--- src/dtc_cfg.svh ---
/*
  constants of the display terminal counter block: register offsets,
  field positions, reset values and timing counts.
  assumes a 200 MHz clk_i and a 32-bit classic Wishbone register bus.
*/
`ifndef DTC_CFG_SVH
`define DTC_CFG_SVH

// register byte offsets
`define DTC_CTRL_OFS 8'h00
`define DTC_STAT_OFS 8'h04
`define DTC_EVT_OFS 8'h08
`define DTC_HOURS_OFS 8'h0C
`define DTC_DISP_OFS 8'h10
`define DTC_GLYPH_OFS 8'h14
`define DTC_NVLOAD_OFS 8'h18
`define DTC_TIMER_OFS 8'h20
`define DTC_COUNT_OFS 8'h30
`define DTC_CHAR_OFS 8'h40
// readback regions, picked by address bits 7:6
`define DTC_CHAR_RD_SEL 2'h1
`define DTC_GLYPH_RD_SEL 2'h2

// field positions
`define DTC_CTRL_TEN_LSB 0
`define DTC_CTRL_TCLR_LSB 4
`define DTC_CTRL_CCLR_LSB 8
`define DTC_CTRL_SAVE_BIT 12
`define DTC_CTRL_LIGHT_BIT 13
`define DTC_CTRL_RESTORE_BIT 14
`define DTC_STAT_BTN_LSB 0
`define DTC_STAT_SCROLL0_BIT 5
`define DTC_STAT_SCROLL1_BIT 6
`define DTC_STAT_READY_BIT 7

// reset values
`define DTC_CTRL_RST 32'h0000_0000
`define DTC_ROW_LEN_RST 6'h10

// display geometry
`define DTC_ROW_CELLS 16
`define DTC_MAX_ROW_LEN 32

// timing
`define DTC_CLK_HZ 200000000
`define DTC_SECOND_S 1
`define DTC_SAVE_MIN 15
`define DTC_SEC_CYC (`DTC_CLK_HZ * `DTC_SECOND_S)
`define DTC_SAVE_SEC (`DTC_SAVE_MIN * 60)

`endif

--- src/dtc_pkg.sv ---
/*
  types of the display terminal counter block.
  assumes dtc_cfg.svh supplies all numeric constants.
*/
package dtc_pkg;
  // non-volatile save sequencer states
  typedef enum logic [1:0] {
    DTC_NV_IDLE,
    DTC_NV_WRITE,
    DTC_NV_LOAD
  } dtc_nv_state_t;
  // one 32-bit count word
  typedef logic [31:0] dtc_word_t;
endpackage

--- src/dtc_top.sv ---
/*
  display terminal counters: four second timers, four edge counters, an
  operating-hours counter, button inputs, display row and glyph store,
  backlight, and a word-serial non-volatile save/restore port.
  assumes a classic Wishbone master, a non-volatile store that takes one
  word per clock cycle with nv_we_o high, and button pins asynchronous to clk_i.
*/
`timescale 1ns/1ps
`include "dtc_cfg.svh"
`default_nettype none
module dtc_top
  import dtc_pkg::*;
#(
  parameter int SEC_CYC = `DTC_SEC_CYC, // cycles per second, shorten in sim
  parameter int SAVE_SEC = `DTC_SAVE_SEC // seconds between automatic saves
)(
  // clock and reset
  input wire logic clk_i,
  input wire logic rst_i,
  // wishbone slave
  input wire logic cyc_i,
  input wire logic stb_i,
  input wire logic we_i,
  input wire logic [7:0] adr_i,
  input wire logic [3:0] sel_i,
  input wire logic [31:0] dat_i,
  output logic [31:0] dat_o,
  output logic ack_o,
  // navigation buttons: up, down, left, right, enter
  input wire logic [4:0] btn_i,
  // display outputs
  output logic light_o,
  output logic [31:0] hours_disp_o,
  // non-volatile store port: 9 words, index 0-3 timers, 4-7 counters, 8 hours
  output logic nv_we_o,
  output logic [3:0] nv_idx_o,
  output logic [31:0] nv_wdata_o,
  input wire logic [31:0] nv_rdata_i
);

////////////////////////////////////////////////////////////////////////
// registers
  logic [31:0] ctrl_r; // enables, backlight
  logic [3:0] evt_r; // event bits from controller
  logic [3:0] evt_d_r; // previous event bits for edge detect
  logic [5:0] row_len_r [2]; // supplied text length per row
  logic [7:0] chars_r [32]; // two rows of up to 16 cells
  logic [7:0] glyph_r [16]; // two glyphs, 8 rows of 5 pixels
  dtc_word_t timer_r [4];
  dtc_word_t count_r [4];
  dtc_word_t hours_r;
  logic [4:0] btn_r; // debounced button state
  logic [31:0] sec_cnt_r; // second prescaler
  logic sec_tick_r; // one-cycle pulse per second
  logic [31:0] save_cnt_r; // seconds since the last auto save
  logic save_req_r; // pending save, set wins over clear
  dtc_nv_state_t nv_state_r;
  logic [3:0] nv_idx_r;
  logic ready_r; // counting allowed after restore
  logic wb_hit; // valid strobe this cycle
  logic wr_en;
  logic ctrl_wr; // control word written this cycle with both low byte enables set

  assign wb_hit = cyc_i & stb_i & ~ack_o;
  assign wr_en = wb_hit & we_i;
  assign ctrl_wr = wr_en && adr_i == `DTC_CTRL_OFS && sel_i[1:0] == 2'h3;

////////////////////////////////////////////////////////////////////////
// button synchroniser: three stages, change taken when stage 2 and 3 agree
  logic [4:0] b1_r, b2_r, b3_r; // stage 1 is read by stage 2 only
  always_ff @(posedge clk_i)
  begin
    b1_r <= btn_i;
    b2_r <= b1_r;
    b3_r <= b2_r;
  end

  // debounced state, published in status
  always_ff @(posedge clk_i)
  begin
    if (rst_i)
      btn_r <= 5'h00;
    else
      btn_r <= (b2_r == b3_r) ? b3_r : btn_r;
  end

////////////////////////////////////////////////////////////////////////
// one-second timebase
  // prescaler runs through the restore; ticks are held back until ready
  always_ff @(posedge clk_i)
  begin
    if (rst_i || sec_cnt_r == 32'(SEC_CYC - 1))
      sec_cnt_r <= 32'h0000_0000;
    else
      sec_cnt_r <= sec_cnt_r + 32'h0000_0001;
    sec_tick_r <= !rst_i && ready_r && sec_cnt_r == 32'(SEC_CYC - 1);
  end

////////////////////////////////////////////////////////////////////////
// control register and event bits
  always_ff @(posedge clk_i)
  begin
    if (rst_i)
    begin
      ctrl_r <= `DTC_CTRL_RST;
      evt_r <= 4'h0;
    end
    else if (ctrl_wr)
      ctrl_r <= dat_i & 32'h0000_200F; // clear and save bits are strobes, not stored
    else if (wr_en && adr_i == `DTC_EVT_OFS && sel_i[0])
      evt_r <= dat_i[3:0];
  end

  // backlight follows its control bit, one cycle after the write lands
  always_ff @(posedge clk_i)
  begin
    light_o <= !rst_i && ctrl_r[`DTC_CTRL_LIGHT_BIT];
  end

////////////////////////////////////////////////////////////////////////
// timers and counters, one per channel
  // previous event bits; reset matches the cleared event register, so no false edge
  always_ff @(posedge clk_i)
  begin
    if (rst_i)
      evt_d_r <= 4'h0;
    else
      evt_d_r <= evt_r;
  end

  genvar g;
  generate
    for (g = 0; g < 4; g++)
    begin : g_chan
      // second timer
      always_ff @(posedge clk_i)
      begin
        if (rst_i)
          timer_r[g] <= 32'h0000_0000;
        else if (nv_state_r == DTC_NV_LOAD && nv_idx_r == 4'(g))
          timer_r[g] <= nv_rdata_i;
        else if (ctrl_wr && dat_i[`DTC_CTRL_TCLR_LSB + g])
          timer_r[g] <= 32'h0000_0000;
        else if (sec_tick_r && ctrl_r[`DTC_CTRL_TEN_LSB + g])
          timer_r[g] <= timer_r[g] + 32'h0000_0001;
      end
      // event counter
      always_ff @(posedge clk_i)
      begin
        if (rst_i)
          count_r[g] <= 32'h0000_0000;
        else if (nv_state_r == DTC_NV_LOAD && nv_idx_r == 4'(g + 4))
          count_r[g] <= nv_rdata_i;
        else if (ctrl_wr && dat_i[`DTC_CTRL_CCLR_LSB + g])
          count_r[g] <= 32'h0000_0000;
        else if (ready_r && evt_r[g] && !evt_d_r[g])
          count_r[g] <= count_r[g] + 32'h0000_0001;
      end
    end
  endgenerate

  // operating hours: no clear path exists
  always_ff @(posedge clk_i)
  begin
    if (rst_i)
      hours_r <= 32'h0000_0000;
    else if (nv_state_r == DTC_NV_LOAD && nv_idx_r == 4'h8)
      hours_r <= nv_rdata_i;
    else if (sec_tick_r)
      hours_r <= hours_r + 32'h0000_0001;
  end

  // hours value fed to the display
  always_ff @(posedge clk_i)
  begin
    hours_disp_o <= rst_i ? 32'h0000_0000 : hours_r;
  end

////////////////////////////////////////////////////////////////////////
// display text and glyph store
  // supplied text length per row: bit 6 selects the row, bits 5:0 the length
  always_ff @(posedge clk_i)
  begin
    if (rst_i)
    begin
      row_len_r[0] <= `DTC_ROW_LEN_RST;
      row_len_r[1] <= `DTC_ROW_LEN_RST;
    end
    else if (wr_en && adr_i == `DTC_DISP_OFS && sel_i[0])
      row_len_r[dat_i[6]] <= dat_i[5:0];
  end

  // character cells, written as index in [12:8], code in [7:0]
  always_ff @(posedge clk_i)
  begin
    if (wr_en && adr_i == `DTC_CHAR_OFS && sel_i[1:0] == 2'h3)
      chars_r[dat_i[12:8]] <= dat_i[7:0];
  end

  // glyph rows: glyph in [11], row in [10:8], pixels in [4:0]
  always_ff @(posedge clk_i)
  begin
    if (wr_en && adr_i == `DTC_GLYPH_OFS && sel_i[1:0] == 2'h3)
      glyph_r[dat_i[11:8]] <= {3'h0, dat_i[4:0]};
  end

////////////////////////////////////////////////////////////////////////
// non-volatile save and restore sequencer
  // auto save interval; manual request set wins over clear
  always_ff @(posedge clk_i)
  begin
    if (rst_i)
    begin
      save_cnt_r <= 32'h0000_0000;
      save_req_r <= 1'b0;
    end
    else
    begin
      if (sec_tick_r && save_cnt_r == 32'(SAVE_SEC - 1))
        save_cnt_r <= 32'h0000_0000;
      else if (sec_tick_r)
        save_cnt_r <= save_cnt_r + 32'h0000_0001;
      if ((sec_tick_r && save_cnt_r == 32'(SAVE_SEC - 1))
          || (ctrl_wr && dat_i[`DTC_CTRL_SAVE_BIT]))
        save_req_r <= 1'b1;
      else if (nv_state_r == DTC_NV_IDLE && ready_r)
        save_req_r <= 1'b0;
    end
  end

  // sequencer: restore after reset, then write 9 words per save
  always_ff @(posedge clk_i)
  begin
    if (rst_i)
    begin
      nv_state_r <= DTC_NV_LOAD;
      nv_idx_r <= 4'h0;
      ready_r <= 1'b0;
    end
    else
    begin
      case (nv_state_r)
        DTC_NV_IDLE:
          if (save_req_r)
          begin
            nv_state_r <= DTC_NV_WRITE;
            nv_idx_r <= 4'h0;
          end
        DTC_NV_WRITE:
          if (nv_idx_r == 4'h8)
            nv_state_r <= DTC_NV_IDLE;
          else
            nv_idx_r <= nv_idx_r + 4'h1;
        DTC_NV_LOAD:
          if (nv_idx_r == 4'h8)
          begin
            nv_state_r <= DTC_NV_IDLE;
            ready_r <= 1'b1;
          end
          else
            nv_idx_r <= nv_idx_r + 4'h1;
        default:
          nv_state_r <= DTC_NV_IDLE;
      endcase
    end
  end

  // store port, registered: word index drives read address too
  always_ff @(posedge clk_i)
  begin
    if (rst_i)
    begin
      nv_we_o <= 1'b0;
      nv_idx_o <= 4'h0;
      nv_wdata_o <= 32'h0000_0000;
    end
    else
    begin
      nv_we_o <= (nv_state_r == DTC_NV_WRITE);
      nv_idx_o <= nv_idx_r;
      nv_wdata_o <= (nv_idx_r[3]) ? hours_r :
                    (nv_idx_r[2]) ? count_r[nv_idx_r[1:0]] : timer_r[nv_idx_r[1:0]];
    end
  end

////////////////////////////////////////////////////////////////////////
// wishbone read and acknowledge, one wait state
  logic [31:0] rd_mux;
  always_comb
  begin
    rd_mux = 32'h0000_0000;
    case (adr_i)
      `DTC_CTRL_OFS: rd_mux = ctrl_r;
      `DTC_STAT_OFS: rd_mux = {24'h0, ready_r, (row_len_r[1] > 6'(`DTC_ROW_CELLS)),
                               (row_len_r[0] > 6'(`DTC_ROW_CELLS)), btn_r};
      `DTC_EVT_OFS: rd_mux = {28'h0, evt_r};
      `DTC_HOURS_OFS: rd_mux = hours_r;
      `DTC_DISP_OFS: rd_mux = {18'h0, row_len_r[1], 2'h0, row_len_r[0]};
      `DTC_NVLOAD_OFS: rd_mux = {28'h0, nv_idx_r};
      // timer and counter words, then paired row cells and glyph rows for readback
      default:
        if (adr_i[7:4] == 4'h2)
          rd_mux = timer_r[adr_i[3:2]];
        else if (adr_i[7:4] == 4'h3)
          rd_mux = count_r[adr_i[3:2]];
        else if (adr_i[7:6] == `DTC_CHAR_RD_SEL)
          rd_mux = {16'h0, chars_r[{1'b1, adr_i[5:2]}], chars_r[{1'b0, adr_i[5:2]}]};
        else if (adr_i[7:6] == `DTC_GLYPH_RD_SEL)
          rd_mux = {27'h0, glyph_r[adr_i[5:2]][4:0]};
    endcase
  end

  // ack and read data stand for exactly one cycle; data is zero otherwise
  always_ff @(posedge clk_i)
  begin
    ack_o <= !rst_i && wb_hit;
    dat_o <= (!rst_i && wb_hit && !we_i) ? rd_mux : 32'h0000_0000;
  end

endmodule
`default_nettype wire

--- config.mk ---
export PLATFORM = sky130hd
export DESIGN_NAME = dtc_top
export DESIGN_NICKNAME = d
export VERILOG_FILES = /design/src/dtc_pkg.sv /design/src/dtc_top.sv
export VERILOG_INCLUDE_DIRS = /design/src
export SDC_FILE = /design/constraint.sdc
export NUM_CORES = 2
export LEC_CHECK = 0
export BUFFER_PORTS_ARGS = -buffer_cell sky130_fd_sc_hd__buf_2
export CAP_MARGIN = 20
export CORE_ASPECT_RATIO = 1.25
export CORE_MARGIN = 1.5
export CORE_UTILIZATION = 60
export DETAILED_ROUTE_END_ITERATION = 10
export GPL_TIMING_DRIVEN = 1
export PLACE_DENSITY = 0.75
export SYNTH_ARGS = -nofsm -noshare
export SYNTH_HDL_FRONTEND = slang
export SYNTH_SLANG_ARGS = --single-unit
export TNS_END_PERCENT = 30
--- constraint.sdc ---
create_clock -name clk_i -period 4.9 [get_ports clk_i]
set_input_delay 1.47 -clock clk_i [delete_from_list [all_inputs] [get_ports clk_i]]
set_output_delay 1.47 -clock clk_i [all_outputs]
set_load 0.05 [all_outputs]
==> flow_metrics.py <==
metrics = {
    "outcome": {
        "status": "finished, final reports clean",
    },
    "synth": {
        "synth_top_family_by_area": "simple AND/OR/NAND/NOR gates",
        "ys_types": 77,
        "synth_cells": 3602,
        "syn-cell-area_mm2": 0.0425,
        "yosysTopAreaCell": "edfxtp_1",
        "netlist_top_cells_area": "edfxtp_1 (43%), dfxtp_1 (11%), mux4_2 (11%)",
        "synth-compound-area-share_pct": 7.52,
        "synth_warnings": 0,
        "yosys.area_share.adder_pct": 0.530,
        "synth_fp_nets": 3706,
        "synth_ff_type": "edfxtp_1",
        "synth_area_per_cell_um2": 11.8,
        "synth_top_area_share_pct": 42.6,
        "synth-async-reset-ratio_pct": 0,
        "ys_seq_area_share_pct": 54.1,
        "synthMuxAreaShare_pct": 13.1,
        "yosys.area_share.simple_pct": 15.5,
        "ys_ff_latch": 847,
        "synthXorXnorAreaFrac_pct": 6.38,
        "synth-edff-count": 604,
    },
    "critical_path": {
        "rrSetupSlack_ns": 2.05,
        "crit_type": "primary input to flop",
        "reg2reg_from": "nv_idx_r[2]$_SDFFE_PP0P_",
        "crit_end": "count_r[2][27]$_SDFFCE_PN0P_",
        "worstPathArrival_ns": 3.83,
        "startpoint": "adr_i[3]",
        "required_ns": 5.19,
        "cp-start-kind": "primary input",
        "end_kind": "flop",
        "ff2ff_path_depth": 7,
        "r2r-end": "timer_r[3][31]$_DFFE_PP_",
        "crit_path_max_fanout": 56,
    },
    "final_layout": {
        "nNetsFinal": 3773,
        "layout_common_cells": "edfxtp_1 (604), nand2_1 (389), nor2_1 (273)",
        "layout_commonest_cell": "edfxtp_1",
        "final_cell_area_mm2": 0.0470,
        "drive_above_1_share_pct": 16.8,
        "area_growth_pct": 10.6,
        "fill_cells": 5107,
    },
    "place": {
        "place_area_mm2": 0.0442,
        "numPortBuffers": 168,
        "dpl_worst_slack_ns": 0.699,
        "hpwl_um": 85500,
        "place_congestion": 0.962,
    },
    "sta": {
        "setup_tns_ns": 0,
        "max_freq_mhz": 282,
        "slew_viol_final": 0,
        "rsz0062_at_grt": "false",
        "slew_headroom_pct": 21.4,
        "worstMarginPinSlew_ns": 1.18,
        "period_needed_ns": 3.54,
        "period_share_pct": 72.3,
        "finalHoldViolations": 0,
        "fin_ws_ns": 1.36,
        "setup_violations": 0,
        "final.setup_skew_ns": 0.0442,
    },
    "global_route": {
        "grt_antenna_before_repair": 7,
        "grt_pass1_vias": 30352,
        "grt_pass1_wl_um": 185000,
        "grtUsageTotal_pct": 34.4,
        "grt_start_max_net_pins": 104,
        "grt_overflow_total": 0,
    },
    "die": {
        "core_mm2": 0.0697,
        "core.rowCount": 108,
        "die_w_um": 241,
        "die-area_mm2": 0.0725,
        "die_y_um": 301,
        "start_util_pct": 61.0,
        "ios": 189,
    },
    "route": {
        "drtIter0Drc": 3581,
        "antenna_left": 0,
        "via_per_inst": 6.69,
        "routed-via-count": 31286,
        "drt_wl_total_um": 123000,
        "dr.pass1.iters": 6,
        "drc": 0,
        "wl_per_cell_um": 26.3,
    },
    "min_path": {
        "hp-class": "flop to flop",
    },
    "flow_run": {
        "maxCapViolations": 0,
    },
    "clock_network": {
        "clkTransAtPathRegs_ns": 0.06,
        "root_buffer": "clkbuf_16",
        "ctsResizeCount": 0,
        "clk_path_buf_depth": 3,
        "cts_buffers": 83,
        "htree_num_levels": 3,
        "cts_setup_buffers": 0,
        "hold_buffers": 0,
        "clk_latency_ns": 0.68,
        "cts_tree": "yes",
        "cts_sinks": 847,
    },
    "power": {
        "power_density_mw_per_mm2": 408,
        "irDropWorstVdd_v": 0.000402,
        "p_leak_nw": 15.7,
    },
}
[kinds of logic (layout without fill, tap and decap cells)]
family | after synthesis | in the layout
adder cells (fa/ha/maj) | 18 | 18
multiplexers | 283 | 283
AO/OA/AOI/OAI | 518 | 518
XOR/XNOR | 310 | 310
flip-flops | 847 | 847
buffers and inverters | 312 | 449
other | 0 | 5
AND/OR/NAND/NOR | 1314 | 1314
[per-stage QoR]
stage,hold slack (ns),power (mW),util (%),cells
floorplan,0.310,11.4,-,3602
global placement,0.312,12.6,63.4,4519
detailed placement,0.315,12.6,63.4,4519
CTS,0.330,19.1,67.4,4674
global route,0.334,19.8,67.4,4678
finish,0.329,19.2,67.4,4679
[worst min path at each step]
stage	depth (start not counted)	from	to
floorplan	0	b1_r[0]$_DFF_P_	b2_r[0]$_DFF_P_
global placement	0	b1_r[1]$_DFF_P_	b2_r[1]$_DFF_P_
global route	0	b1_r[1]$_DFF_P_	b2_r[1]$_DFF_P_
CTS	0	b1_r[4]$_DFF_P_	b2_r[4]$_DFF_P_
finish	0	b1_r[4]$_DFF_P_	b2_r[4]$_DFF_P_
detailed placement	0	b1_r[4]$_DFF_P_	b2_r[4]$_DFF_P_
[cell type report]
cell class                 instances  area (µm²)  share of cell area (%)
sequential                       847       23000                    48.9
multi-input combinational       2443       18300                    38.9
clock buffer                     117        2410                    5.13
timing repair buffer             243        1500                    3.18
tap                              935        1170                    2.49
clock inverter                    38         419                   0.891
inverter                          51         191                   0.407
antenna                            5        12.5                  0.0266
[worst max-delay path, cell delays in order]
cell     delay [ns]
buf_6          0.44
nor3b_1        0.12
buf_4          0.18
and3_1         0.30
buf_4          0.22
a21oi_2        0.46
or3_1          0.18
buf_4          0.39
[routing by layer]
metal	global-route usage, %	part of all wire [%]	up-vias
li1	-	-	13695
met1	40.6	34	15309
met2	56.3	49	1733
met3	6.11	8.1	545
met4	25.8	9.0	4
met5	0	0.022	-
[power by group]
part / leakage [nW] / switching [mW] / internal [mW]
registers: 7.79 / 0.784 / 8.30
logic: 6.53 / 2.11 / 1.40
clock network: 1.39 / 2.90 / 3.70
total: 15.7 / 5.79 / 13.4
[synth_stat cells, types with 9 or more instances]
cell type  number
nand3_1       159
clkbuf_1      200
dfxtp_1       243
and4_1         48
nor3b_1        10
nand4b_1        9
mux4_2        215
xor2_1        139
buf_2          23
or4_1          22
mux2i_1        61
o211ai_1       13
a221oi_1       14
nor3_1         54
ha_1           18
and3_1         55
inv_1          50
a211o_1        13
o21ai_0       234
or2_2           9
a22oi_1        39
nor2b_1        54
nand4_1        94
and2_1         23
nor4_1         69
a21oi_1        92
edfxtp_1      604
a211oi_1       25
nor2_1        273
a31oi_1        11
xnor2_1       171
a22o_1         33
nand2_1       389
buf_1          29
[state kept, by name, indices dropped and copies added (netlist names), 12 cells and up, named ones only]
signal        count
chars_r         256
count_r         128
dat_o            32
glyph_r          80
hours_disp_o     32
hours_r          32
nv_wdata_o       32
row_len_r        12
save_cnt_r       32
sec_cnt_r        32
timer_r         128
No activity file was read; power rests on OpenSTA's default activity.
